$ cat src/tcr_pkg.sv
package tcr_pkg;

    localparam int unsigned DATA_W = 8;
    localparam int unsigned ADDR_W = 8;
    localparam int unsigned CONST_W = 9;

    localparam logic [7:0] ADDR_MULT = 8'hC2;
    localparam logic [7:0] ADDR_DIV = 8'hC3;
    localparam logic [7:0] ADDR_OFFS = 8'hC4;
    localparam logic [7:0] ADDR_PRIOR = 8'hC5;
    localparam logic [7:0] ADDR_STAT = 8'hC6;

    localparam logic [7:0] RST_MULT = 8'h00;
    localparam logic [7:0] RST_DIV = 8'h00;
    localparam logic [7:0] RST_OFFS = 8'h00;
    localparam logic [7:0] RST_PRIOR = 8'h00;

    localparam logic [7:0] FIELD_MAX = 8'hFF;
    localparam int unsigned STAT_MULT_OVF = 0;
    localparam int unsigned STAT_DIV_OVF = 1;

    typedef struct packed {
        logic wr;
        logic rd;
        logic [ADDR_W-1:0] addr;
        logic [DATA_W-1:0] wdata;
    } tcr_req_t;

    typedef struct packed {
        logic [CONST_W-1:0] mult;
        logic [CONST_W-1:0] div;
        logic [DATA_W-1:0] offs;
        logic mult_ovf;
        logic div_ovf;
    } tcr_const_t;

endpackage : tcr_pkg

$ cat src/tcr_plus_one.sv
`timescale 1ns/1ps
module tcr_plus_one (
    input wire logic [7:0] field_i,
    output logic [8:0] value_o,
    output logic ovf_o
);

    // Nine bits keep 256 visible; ovf_o flags what an 8-bit path would lose
    assign value_o = {1'b0, field_i} + 9'h001;
    assign ovf_o = (field_i == tcr_pkg::FIELD_MAX);

endmodule : tcr_plus_one

$ cat src/tcr_regs.sv
`timescale 1ns/1ps
// Operation
// - Multiplier, divider, offset: 8-bit read/write at 0xC2, 0xC3, 0xC4.
// - Effective multiplier is field plus one, 1 to 256.
// - Effective divider is field plus one, 1 to 256.
// - Offset constant is the field itself, 0 to 255.
// - Field 255 plus one overflows eight bits; flagged, not a valid constant.
module tcr_regs (
    input wire logic clock_i,
    input wire logic nrst_i,
    input wire tcr_pkg::tcr_req_t req_i,
    output logic [7:0] rdata_o,
    output logic rvalid_o,
    output tcr_pkg::tcr_const_t const_o
);

    // Entry order follows the address map; status is computed, not stored
    localparam int unsigned NUM_REGS = 4;
    localparam int unsigned IDX_W = 2;
    localparam logic [IDX_W-1:0] IDX_MULT = 2'h0;
    localparam logic [IDX_W-1:0] IDX_DIV = 2'h1;
    localparam logic [IDX_W-1:0] IDX_OFFS = 2'h2;
    // Spare prior entry: stored and read back, feeds nothing
    localparam logic [IDX_W-1:0] IDX_PRIOR = 2'h3;

    logic [7:0] bank [NUM_REGS];
    logic bank_hit;
    logic stat_hit;
    logic [IDX_W-1:0] bank_idx;
    logic bank_wr;
    logic [7:0] status;
    logic [7:0] rd_mux;
    logic [8:0] next_mult;
    logic [8:0] next_div;
    logic mult_ovf;
    logic div_ovf;

    // Address decode shared by reads and writes
    always_comb
    begin
        bank_hit = 1'b0;
        stat_hit = 1'b0;
        bank_idx = IDX_MULT;
        case (req_i.addr)
            tcr_pkg::ADDR_MULT:
            begin
                bank_hit = 1'b1;
                bank_idx = IDX_MULT;
            end
            tcr_pkg::ADDR_DIV:
            begin
                bank_hit = 1'b1;
                bank_idx = IDX_DIV;
            end
            tcr_pkg::ADDR_OFFS:
            begin
                bank_hit = 1'b1;
                bank_idx = IDX_OFFS;
            end
            tcr_pkg::ADDR_PRIOR:
            begin
                bank_hit = 1'b1;
                bank_idx = IDX_PRIOR;
            end
            tcr_pkg::ADDR_STAT:
            begin
                stat_hit = 1'b1;
            end
            default:
            begin
                bank_hit = 1'b0;
                stat_hit = 1'b0;
            end
        endcase
    end

    // Writes to status or unmapped addresses vanish; no error raised
    assign bank_wr = req_i.wr && bank_hit;

    // One flip-flop byte per entry; only nrst_i clears them
    genvar g;
    generate
        for (g = 0; g < NUM_REGS; g = g + 1)
        begin : g_entry
            localparam logic [7:0] RST_VAL =
                (IDX_W'(g) == IDX_MULT) ? tcr_pkg::RST_MULT :
                (IDX_W'(g) == IDX_DIV) ? tcr_pkg::RST_DIV :
                (IDX_W'(g) == IDX_OFFS) ? tcr_pkg::RST_OFFS :
                tcr_pkg::RST_PRIOR;

            always_ff @(posedge clock_i or negedge nrst_i)
            begin
                if (!nrst_i)
                begin
                    bank[g] <= RST_VAL;
                end
                else if (bank_wr && (bank_idx == IDX_W'(g)))
                begin
                    bank[g] <= req_i.wdata;
                end
            end
        end
    endgenerate

    // Field plus one, in nine bits so 256 stays visible
    tcr_plus_one u_mult (
        .field_i(bank[IDX_MULT]),
        .value_o(next_mult),
        .ovf_o(mult_ovf)
    );

    tcr_plus_one u_div (
        .field_i(bank[IDX_DIV]),
        .value_o(next_div),
        .ovf_o(div_ovf)
    );

    // Overflow flags gathered at their status bit positions
    always_comb
    begin
        status = 8'h00;
        status[tcr_pkg::STAT_MULT_OVF] = mult_ovf;
        status[tcr_pkg::STAT_DIV_OVF] = div_ovf;
    end

    // Unmapped addresses read zero rather than a stale byte
    // A read and a write in one cycle return the old byte
    always_comb
    begin
        rd_mux = 8'h00;
        if (bank_hit)
        begin
            rd_mux = bank[bank_idx];
        end
        else if (stat_hit)
        begin
            rd_mux = status;
        end
    end

    // Valid pulse: one cycle per taken read
    always_ff @(posedge clock_i or negedge nrst_i)
    begin
        if (!nrst_i)
        begin
            rvalid_o <= 1'b0;
        end
        else
        begin
            rvalid_o <= req_i.rd;
        end
    end

    // Data held at zero between reads so a late sample cannot pass
    always_ff @(posedge clock_i or negedge nrst_i)
    begin
        if (!nrst_i)
        begin
            rdata_o <= 8'h00;
        end
        else if (req_i.rd)
        begin
            rdata_o <= rd_mux;
        end
        else
        begin
            rdata_o <= 8'h00;
        end
    end

    // Constants registered so the outputs come from flip-flops
    always_ff @(posedge clock_i or negedge nrst_i)
    begin
        if (!nrst_i)
        begin
            const_o.mult <= 9'h000;
        end
        else
        begin
            const_o.mult <= next_mult;
        end
    end

    always_ff @(posedge clock_i or negedge nrst_i)
    begin
        if (!nrst_i)
        begin
            const_o.div <= 9'h000;
        end
        else
        begin
            const_o.div <= next_div;
        end
    end

    // Offset passes through with no increment
    always_ff @(posedge clock_i or negedge nrst_i)
    begin
        if (!nrst_i)
        begin
            const_o.offs <= 8'h00;
        end
        else
        begin
            const_o.offs <= bank[IDX_OFFS];
        end
    end

    // Overflow kept visible rather than clamped; host must avoid it
    always_ff @(posedge clock_i or negedge nrst_i)
    begin
        if (!nrst_i)
        begin
            const_o.mult_ovf <= 1'b0;
            const_o.div_ovf <= 1'b0;
        end
        else
        begin
            const_o.mult_ovf <= mult_ovf;
            const_o.div_ovf <= div_ovf;
        end
    end

endmodule : tcr_regs

$ cat config.mk
export PLATFORM = sky130hd
export DESIGN_NAME = tcr_regs
export DESIGN_NICKNAME = d
export VERILOG_FILES = /design/src/tcr_pkg.sv /design/src/tcr_plus_one.sv /design/src/tcr_regs.sv
export SDC_FILE = /design/constraint.sdc
export NUM_CORES = 1
export LEC_CHECK = 0
export ABC_AREA = 1
export BUFFER_PORTS_ARGS = -buffer_cell sky130_fd_sc_hd__clkbuf_2
export CAP_MARGIN = 20
export CORE_UTILIZATION = 49
export DETAILED_ROUTE_END_ITERATION = 6
export HOLD_SLACK_MARGIN = 0.15
export PLACE_DENSITY = 0.8
export SYNTH_ARGS = -nofsm -noshare
export SYNTH_HDL_FRONTEND = slang
export SYNTH_SLANG_ARGS = --single-unit
$ cat constraint.sdc
create_clock -name clock_i -period 1.8 [get_ports clock_i]
set_input_delay 0.27 -clock clock_i [delete_from_list [all_inputs] [get_ports clock_i]]
set_output_delay 0.27 -clock clock_i [all_outputs]
set_load 0.05 [all_outputs]
# == Word-level counts from Yosys, hierarchy flattened ==
# Cells that the tools add are included.
# word_totals
register_bits,69
word_cells,41
inputBits,20
# classes
n_addsub,2
bitwise,1
mux,9
reduce_logical,7
order_cmp,1
n_eq_ne,10
# ops
operator,count
"8-bit equality test, second input constant",7
8-bit 2-to-1 mux,4
"8-bit by 1-bit adder with 9-bit output, second input constant",2
8-bit binary-select mux with 2-bit select,1
2-bit one-hot mux with 3 select lines,1
1-bit logical AND,5
"2-bit equality test, second input constant",2
4-bit OR reduction,1
"3-bit greater-or-equal comparator, second input constant",1
2-bit NOT with 3-bit output,1
"2-bit by 1-bit equality test with 1-bit output, second input constant",1
2-bit logical NOT,1
1-bit 2-to-1 mux,2
2-bit 2-to-1 mux,1

# == Logic depth before layout (Yosys ltp) ==
# Gate-level depths: netlist of the first run.
# depth
depth_word,8
ltp_mapped,11
mapped_depth_nobuf,10

# == By module ==
# A second synthesis of the first run with hierarchy kept.
# hier_totals
cells_unflattened,325
area_unflattened_um2,3046.7
# by_module_without_submodules
module,n_inst,cells_per_inst,area_per_inst_um2
tcr_regs,1,263,2731.4
tcr_plus_one,2,31,157.7

# == Worst setup path before layout of the first run ==
# No wires, ideal clock.
# synth_path
path_type,input port to flip-flop
start,input req_i[14] (netlist bit)
end,register bank[5] (netlist bit)
arrival_time_ns,1.297
n_path_buf,1
stages,10
setup_time_ns,0.120
setup_slack_ns,0.383
path_cell_list,nand2_1 > inv_2 > nand2_1 > nor2_4 > nand2_2 > nor2_4 > nand2_2 > buf_6 > nand2_1 > o21ai_2
# synth_between
elab_chain_cells,5
elab_cells_between_ends,10
classes_between,eq/ne: 5; mux: 2; reduce/logical: 3
# synth_rtl
item,line,text
from (decl),tcr_regs.sv:11,"input wire tcr_pkg::tcr_req_t req_i,"
8-bit equality test,tcr_regs.sv:44,case (req_i.addr)
4-bit OR reduction (no source line),n/a,
1-bit 2-to-1 mux,tcr_regs.sv:44,
1-bit logical AND,tcr_regs.sv:78,assign bank_wr = req_i.wr && bank_hit;
1-bit logical AND *,tcr_regs.sv:97,else if (bank_wr && (bank_idx == IDX_W'(g)))
"to (signal, indexed assignment)",tcr_regs.sv:99,bank[g] <= req_i.wdata;
to (decl),tcr_regs.sv:26,logic [7:0] bank [NUM_REGS];
# Mark *: on every way between the ends. The rest lies on a longest branch, timed or not.
# A chain may end at the register's enable or synchronous reset.

# == Worst setup path after layout of the first run ==
# layout_path
start,register bank[24] (netlist bit)
end,register rdata_o[0]
# layout_between
elab_chain_cells,5
elab_cells_between_ends,7
classes_between,eq/ne: 1; mux: 6
# layout_rtl
item,line,text
8-bit binary-select mux with 2-bit select,tcr_regs.sv:133,rd_mux = bank[bank_idx];
8-bit 2-to-1 mux (implied by the code) (2 in series),tcr_regs.sv:133,
8-bit 2-to-1 mux *,tcr_regs.sv:131,if (bank_hit)
8-bit 2-to-1 mux *,tcr_regs.sv:161,else if (req_i.rd)
to (signal assigned),tcr_regs.sv:163,rdata_o <= rd_mux;
to (decl),tcr_regs.sv:12,"output logic [7:0] rdata_o,"
# Mark *: on every way between the ends. The rest lies on a longest branch, timed or not. The select of a mux whose other input is x is not followed.

==> results of run 1 <==
## final cells by class
cell class              instances  area, um2  share of cell area
multi-input cells             194       1100               0.309
repair buffers                 66        373               0.105
flip-flops and latches         67       1680               0.471
well taps                      72       90.1              0.0253
inverters                      29        109              0.0306
clock buffers                  11        151              0.0425
clock inverters                 5       61.3              0.0172
## routing by layer
metal	track usage	vias to the layer above
met1	0.267	1023
met2	0.341	83
met3	0.0583	13
met4	0.107	0
li1	-	1087
met5	0	-
## synthesized netlist by cell type (all sizes together)
cell type and n:
nand2 76, dfrtp 67, nor2 35, o21ai 32
inv 29, nand3 24, xor2 12, buf 8
nor3 6, nand4 4, ha 2, nand3b 2
nor3b 1
## how the worst min path moves through the flow
stage / end / slack [ns] / depth (start not counted) / from
6_report: bank[20]$_DFFE_PN0P_ / 0.25 / 3 / req_i[4]
2_1_floorplan: bank[0]$_DFFE_PN0P_ / -0.03 / 0 / nrst_i
5_1_grt: bank[20]$_DFFE_PN0P_ / 0.26 / 3 / req_i[4]
4_1_cts: bank[20]$_DFFE_PN0P_ / 0.24 / 3 / req_i[4]
3_5_place_dp: const_o[10]$_DFF_PN0_ / 0.32 / 2 / nrst_i
3_3_place_gp: rdata_o[0]$_DFF_PN0_ / 0.31 / 2 / nrst_i
## logic make-up after synthesis
logic type,share of synthesized area
compound gates,0.0742
xor+xnor,0.0354
fa+ha+maj,0.00843
buf+inv,0.0645
flops,0.565
simple gates,0.253
## power by group
part	total, mW	internal, mW	switching, mW
combinational	0.404	0.118	0.286
sequential	1.60	1.57	0.0363
clock	1.29	0.716	0.570
total	3.29	2.40	0.892
## cell usage in the layout (no fill, tap or decap), types with 2 or more instances in the layout
| master | netlist | layout |
|---|---|---|
| sky130_fd_sc_hd__nor2_2 | 2 | 2 |
| sky130_fd_sc_hd__buf_4 | 2 | 7 |
| sky130_fd_sc_hd__clkinvlp_4 | 0 | 3 |
| sky130_fd_sc_hd__nand2_1 | 71 | 71 |
| sky130_fd_sc_hd__nand3b_1 | 2 | 2 |
| sky130_fd_sc_hd__nor2_4 | 4 | 4 |
| sky130_fd_sc_hd__xor2_1 | 12 | 12 |
| sky130_fd_sc_hd__ha_1 | 2 | 2 |
| sky130_fd_sc_hd__inv_1 | 28 | 28 |
| sky130_fd_sc_hd__o21ai_2 | 16 | 16 |
| sky130_fd_sc_hd__nand2_2 | 4 | 4 |
| sky130_fd_sc_hd__nor3_1 | 5 | 5 |
| sky130_fd_sc_hd__nand4_1 | 3 | 3 |
| sky130_fd_sc_hd__clkbuf_8 | 0 | 11 |
| sky130_fd_sc_hd__o21ai_1 | 16 | 16 |
| sky130_fd_sc_hd__nand3_4 | 2 | 2 |
| sky130_fd_sc_hd__nor2_8 | 2 | 2 |
| sky130_fd_sc_hd__dfrtp_1 | 67 | 67 |
| sky130_fd_sc_hd__nor2_1 | 27 | 27 |
| sky130_fd_sc_hd__clkbuf_2 | 0 | 56 |
| sky130_fd_sc_hd__dlygate4sd3_1 | 0 | 2 |
| sky130_fd_sc_hd__nand3_1 | 22 | 22 |
## sequential cells by signal, summed over array words and instances, names as in the netlist
signal,cells
const_o,26
bank,32
rdata_o,8
rvalid_o,1
## per-stage QoR
| stage | hold WS [ns] | instances | setup WS [ns] | cell area [um2] |
|---|---|---|---|---|
| 6_report | 0.251 | 444 | 0.166 | 3560 |
| 5_1_grt | 0.261 | 444 | 0.0203 | 3560 |
| 4_1_cts | 0.243 | 444 | 0.155 | 3560 |
| 3_5_place_dp | 0.321 | 426 | 0.131 | 3330 |
| 3_3_place_gp | 0.313 | 426 | 0.200 | 3330 |
| 2_1_floorplan | -0.0256 | 298 | 0.383 | 2970 |
## worst reg2reg max path, cell delays in order (launching register included)
cell	delay [ns]
sky130_fd_sc_hd__dfrtp_1	0.36
sky130_fd_sc_hd__ha_1	0.19
sky130_fd_sc_hd__nand2_1	0.11
sky130_fd_sc_hd__nor3b_1	0.36
sky130_fd_sc_hd__nand2_1	0.15
sky130_fd_sc_hd__nor3_1	0.23
sky130_fd_sc_hd__nor2_1	0.06
sky130_fd_sc_hd__nor2_1	0.11
## what timing repair did
item                                   in CTS  in global routing
endpoints found under the hold margin      68                  0
buffers inserted                            0                  0
resized for setup                           0                  0
hold buffers                                2                  0
==> results.md, run 1 <==
* Count of routing violations after the opening detailed-route iteration at 125
* Worst slew pin tran at just under 0.4 ns
* Total of endpoints with negative setup slack in the final report at 0
* Number of antenna violations at the first check in global routing at 0
* Source of the critical timing path: bank[24]$_DFFE_PN0P_
* Mean number of vias per cell at between 4 and 5
* Area Overhead vs Synth at 20.0%
* Count of max-cap constraint violations at 0
* Accumulated negative setup slack at 0 ns
* Synth Cell Area at roughly 3000 um2
* Cell Rows at 27
* TritonCTS buffer count at 9
* Critical Path AT at around 1.9 ns
* GR Overflow Total at 0
* Unrepaired setup endpoints after global routing: no
* Fillcell total at ~470
* Total Nets Final at around 390
* Final wirelength at ~6000 um
* Delay-heaviest family, CP: simple AND/OR/NAND/NOR gates
* Reported leakage power at roughly 1.9 nW
* Post-Syn Instances at between 200 and 300
* Start-to-end type of the worst setup path: register to register
* Top cells by area, synth: sky130_fd_sc_hd__dfrtp_1, sky130_fd_sc_hd__nand2_1, sky130_fd_sc_hd__o21ai_2, sky130_fd_sc_hd__nand3_1, sky130_fd_sc_hd__inv_1
* Part of the Yosys area used for sequential elements at 0.565
* Worst EP required at roughly 2.1 ns
* Fin. Hold Viols at 0
* VDD IR-drop max at roughly 0.57 mV
* Source-to-sink clock delay at the later pin of the worst-skew pair at around 0.35 ns
* Clock Root Buffer: sky130_fd_sc_hd__clkbuf_8
* Depth of the critical timing path with buffers and inverters included at 7
* I/O Buffers at 56
* Maximum number of pins on one net before global-route repair at between 60 and 70
* Detailed-route wire length per cell at 13.5 um
* Starting density of the core at 0.523
* Upper clock frequency limit at roughly 610 MHz
* Type of destination of the critical path: register
* Number of levels the H-tree was split into at 3
* Power per standard cell area at between 900 and 1000 nW/um2
* CTS Buffer Depth at 2
* DRC violations left at 0
* Min Tclk post-route at approximately 1.6 ns
* Fin Clk Skew at around 0.0060 ns
* All-layer global routing usage at 0.214
* Io pins at 57
* Crit path max fanout at 2
* Final standard cell utilization of the core at 0.628
* TritonCTS Sinks at between 60 and 70
* Fraction of layout cells with a size suffix above 1 at 0.306
* Number of buffers and inverters on the critical path at 0
* Worst reg2reg path startpoint: bank[24]$_DFFE_PN0P_
* Max Used Layer: met4
* Hold Path Class: input port to register
* Amount of wire on met3 after detailed routing at 384 um
* Top-area cell type share of the netlist area at 0.565
* CTS clk-pin slew, worst paths at 0.07 ns
* Vias in the first global route at roughly 2100
* Dominant cell type by area after synthesis: sky130_fd_sc_hd__dfrtp_1
* Number of cells on the worst reg-to-reg path at 7
* DR vias at about 2200
* Crit Reg-Reg Endpoint: rdata_o[0]$_DFF_PN0_
* Die Y at 79.8 um
* Wire length on met2 at between 2000 and 3000 um
* Count of cell types in the netlist at 24
* Avg Inst Size Synth at 9.96 um2
* CP Launch Type: register
* TritonCTS clock tree: built
* DIE WIDTH at 79.8 um
* DRT met1 WL at 2560 um
* Register bit count reported by yosys at between 60 and 70
* Final weighted congestion in routability-driven placement at around 0.83
* Result of the run: finished, final reports clean
* Crit path cell chain: ha_1 > nand2_1 > nor3b_1 > nand2_1 > nor3_1 > nor2_1 > nor2_1
* YS warnings at 0
* Post-DP HPWL at approximately 4400 um
* Period Utilization, post-route at 0.908
* Worst reg-to-reg setup slack at between 0.15 and 0.2 ns
* Total Power Consumption at between 3 and 4 mW
* Std-Cell Core Area at 5680 um2
* Stage delay of the slowest cell on the critical path at about 0.36 ns
* Diodes inserted at 0
* Worst slew margin at 0.741
* Critical path's slowest cell: sky130_fd_sc_hd__dfrtp_1
* DIE AREA at 6370 um2
* Net count of the mapped netlist at 320
* Global-route wire length before repair at roughly 10000 um
* Max-slew violation count at 0
* DR pass1 iterations at 4
* Antenna Violating Nets Remaining at 0
* Critical path destination: rdata_o[0]$_DFF_PN0_
Power figures use the tool's default switching activity.
==> run 2: changes to the inputs <==
- CORE_UTILIZATION: 49 -> 55
- PLACE_DENSITY: 0.8 -> 0.87
==> run 2 against run 1 <==
Global-route usage up 1.9 points. First-iteration DRC count up 27%. Die area down 11%. Sequential share of layout area up 0.65 points. Flip-flop and latch count unchanged. Critical path depth unchanged. Power down 3.6%. Clock-buffer cell count unchanged. Routed wire length down 4.7%. Sequential power about the same. Final cell count down 1.4%. Maximum frequency up 0.80%.
==> results.md, run 2 (same netlist as run 1, synthesis figures left out) <==
* Result of the run: finished, final reports clean
* DR pass1 iterations at 4 (unchanged)
* DIE WIDTH at 75.5 um (-5.5%)
* Worst reg2reg path startpoint: bank[17]$_DFFE_PN0P_
* Clock power frac at 0.369 (-0.022)
* Cell Rows at 26 (-3.7%)
* Crit Reg-Reg Endpoint: rdata_o[1]$_DFF_PN0_
* Hold Path Class: input port to register
* Largest register FFs at 32 (unchanged)
* Worst EP required at 2.08 ns (about the same)
* Final standard cell count with taps included and fillers excluded at 438 (-1.4%)
* DRC violations left at 0 (unchanged)
* TritonCTS Sinks at 67 (unchanged)
* Largest registers in the final layout: bank x32, const_o x26, rdata_o x8
* GR Overflow Total at 0 (unchanged)
* Source of the critical timing path: bank[17]$_DFFE_PN0P_
* Logic pwr share at 0.123 (about the same)
* Maximum number of pins on one net before global-route repair at 68 (unchanged)
* Most common library cell in the layout ignoring fill and taps: sky130_fd_sc_hd__nand2_1
* Number of placed cells counting well taps at 422 (-0.94%)
* I/O Buffers at 56 (unchanged)
* Total of endpoints with negative setup slack in the final report at 0 (unchanged)
* Switching Share at 0.264 (-0.00731)
* Global-route wire length before repair at 9490 um (-4.8%)
* DIE AREA at 5700 um2 (-11%)
* Count of routing violations after the opening detailed-route iteration at 159 (+27%)
* Number of stages on the worst hold path at 3 (unchanged)
* Type of destination of the critical path: register
* Worst slew pin tran at 0.357 ns (-0.0278 ns)
* Number of levels the H-tree was split into at 3 (unchanged)
* Reg with most FFs: bank
* Reported leakage power at 1.85 nW (-0.71%)
* CTS clk-pin slew, worst paths at 0.07 ns (about the same)
* Unrepaired setup endpoints after global routing: no
* Power per standard cell area at 903 nW/um2 (-2.3%)
* Min-delay src: req_i[4]
* Number of cells on the worst reg-to-reg path at 7 (unchanged)
* Final setup margin at 0.179 ns (+0.0130 ns)
* All-layer global routing usage at 0.233 (+0.0188)
* Worst reg-to-reg setup slack at 0.18 ns (about the same)
* Accumulated negative setup slack at 0 ns (unchanged)
* Count of max-cap constraint violations at 0 (unchanged)
* Die Y at 75.5 um (-5.5%)
* Register share of total power at 0.508 (+0.021)
* Source-to-sink clock delay at the later pin of the worst-skew pair at 0.35 ns (about the same)
* Fin. Hold Viols at 0 (unchanged)
* Diodes inserted at 0 (unchanged)
* Detailed-route wire length per cell at 13.0 um (-3.4%)
* Mean number of vias per cell at 5.04 (+1.4%)
* Period Utilization, post-route at 0.900 (-0.00721)
* Antenna Violating Nets Remaining at 0 (unchanged)
* Max-slew violation count at 0 (unchanged)
* Clock Root Buffer: sky130_fd_sc_hd__clkbuf_8
* Min Tclk post-route at 1.62 ns (-0.0130 ns)
* Highest-count cells in the layout ignoring fill and taps: sky130_fd_sc_hd__nand2_1, sky130_fd_sc_hd__dfrtp_1, sky130_fd_sc_hd__clkbuf_2
* Total Nets Final at 387 (-0.51%)
* Critical Path AT at 1.90 ns (about the same)
* Net Sw Power at 836 uW (-6.2%)
* Std-Cell Core Area at 5140 um2 (-9.4%)
* Worst slew margin at 0.761 (+0.0199)
* Io pins at 57 (unchanged)
* Final weighted congestion in routability-driven placement at 0.876 (+5.5%)
* Number of antenna violations at the first check in global routing at 0 (unchanged)
* Start-to-end type of the worst setup path: register to register
* TritonCTS buffer count at 9 (unchanged)
* End of the worst hold path: bank[4]$_DFFE_PN0P_
* Crit path max fanout at 4 (+2)
* Area Overhead vs Synth at 18.3%
* Vias in the first global route at 2127 (-0.93%)
* Upper clock frequency limit at 617 MHz (+0.80%)
* VDD IR-drop max at 0.531 mV (-7.2%)
* DR vias at 2206 (unchanged)
* Pint at 2.34 mW (-2.7%)
* Fraction of layout cells with a size suffix above 1 at 0.296 (-0.0103)
* Worst setup slack after placement at 0.154 ns (+0.0233 ns)
* Fin Clk Skew at 0.00488 ns (-0.00113 ns)
* Starting density of the core at 0.578 (+0.0545)
* CP Launch Type: register
* CTS Buffer Depth at 2 (unchanged)
* Post-DP HPWL at 4180 um (-5.0%)
* TritonCTS clock tree: built
* Final wirelength at 5690 um (-4.7%)
## run 2: layer usage
metal	vias to the layer above	GRT usage	share of wire
met3	15	0.0410	0.042
li1	1089	-	-
met1	1040	0.291	0.44
met2	62	0.389	0.49
met4	0	0.126	0.027
met5	-	0	0
## run 2: area by class of cell
cell class	count	area, um2
Tap cell	70	87.6
Inverter	29	109
Multi-Input combinational cell	194	1100
Clock inverter	3	40.0
Fill cell	441	1630
Clock buffer	11	141
Timing Repair Buffer	64	358
Sequential cell	67	1680
## run 2: how the worst max path moves through the flow
stage | endpoint | cells after the start | slack, ns
floorplan | bank[5]$_DFFE_PN0P_ | 10 | 0.38
global placement | bank[21]$_DFFE_PN0P_ | 9 | 0.20
detailed placement | bank[23]$_DFFE_PN0P_ | 9 | 0.15
CTS | rdata_o[1]$_DFF_PN0_ | 7 | 0.22
global route | rdata_o[1]$_DFF_PN0_ | 7 | 0.04
finish | rdata_o[1]$_DFF_PN0_ | 7 | 0.18
## run 2: timing repair
action                                 CTS  global route
endpoints found under the hold margin   68             0
gates resized for setup                  0             0
hold buffers                             2             0
buffers inserted                         0             0
## run 2: critical path, stage by stage (launching register included)
cell                      delay, ns
sky130_fd_sc_hd__dfrtp_1       0.41
sky130_fd_sc_hd__ha_1          0.21
sky130_fd_sc_hd__nand3_1       0.12
sky130_fd_sc_hd__nor3_1        0.28
sky130_fd_sc_hd__nand2_1       0.16
sky130_fd_sc_hd__nor3_1        0.21
sky130_fd_sc_hd__nor2_1        0.06
sky130_fd_sc_hd__nor2_1        0.10
## run 2: power groups by stage
| stage | Sequential [mW] | Combinational (mW) | Clock, mW |
|---|---|---|---|
| 2_1_floorplan | 1.75 | 0.132 | 0 |
| 3_3_place_gp | 1.63 | 0.380 | 0 |
| 3_5_place_dp | 1.64 | 0.389 | 0 |
| 4_1_cts | 1.61 | 0.393 | 1.19 |
| 5_1_grt | 1.62 | 0.430 | 1.24 |
| 6_report | 1.61 | 0.390 | 1.17 |
## run 2: per-stage QoR
| step | power [mW] | utilization | cell area, um2 | hold slack, ns |
|---|---|---|---|---|
| after global routing | 3.28 | 0.684 | 3510 | 0.274 |
| final | 3.17 | 0.684 | 3510 | 0.242 |
| after global placement | 2.01 | 0.644 | 3310 | 0.309 |
| after CTS | 3.19 | 0.684 | 3510 | 0.243 |
| after floorplan | 1.88 | - | 2970 | -0.0256 |
| after detailed placement | 2.03 | 0.644 | 3310 | 0.312 |
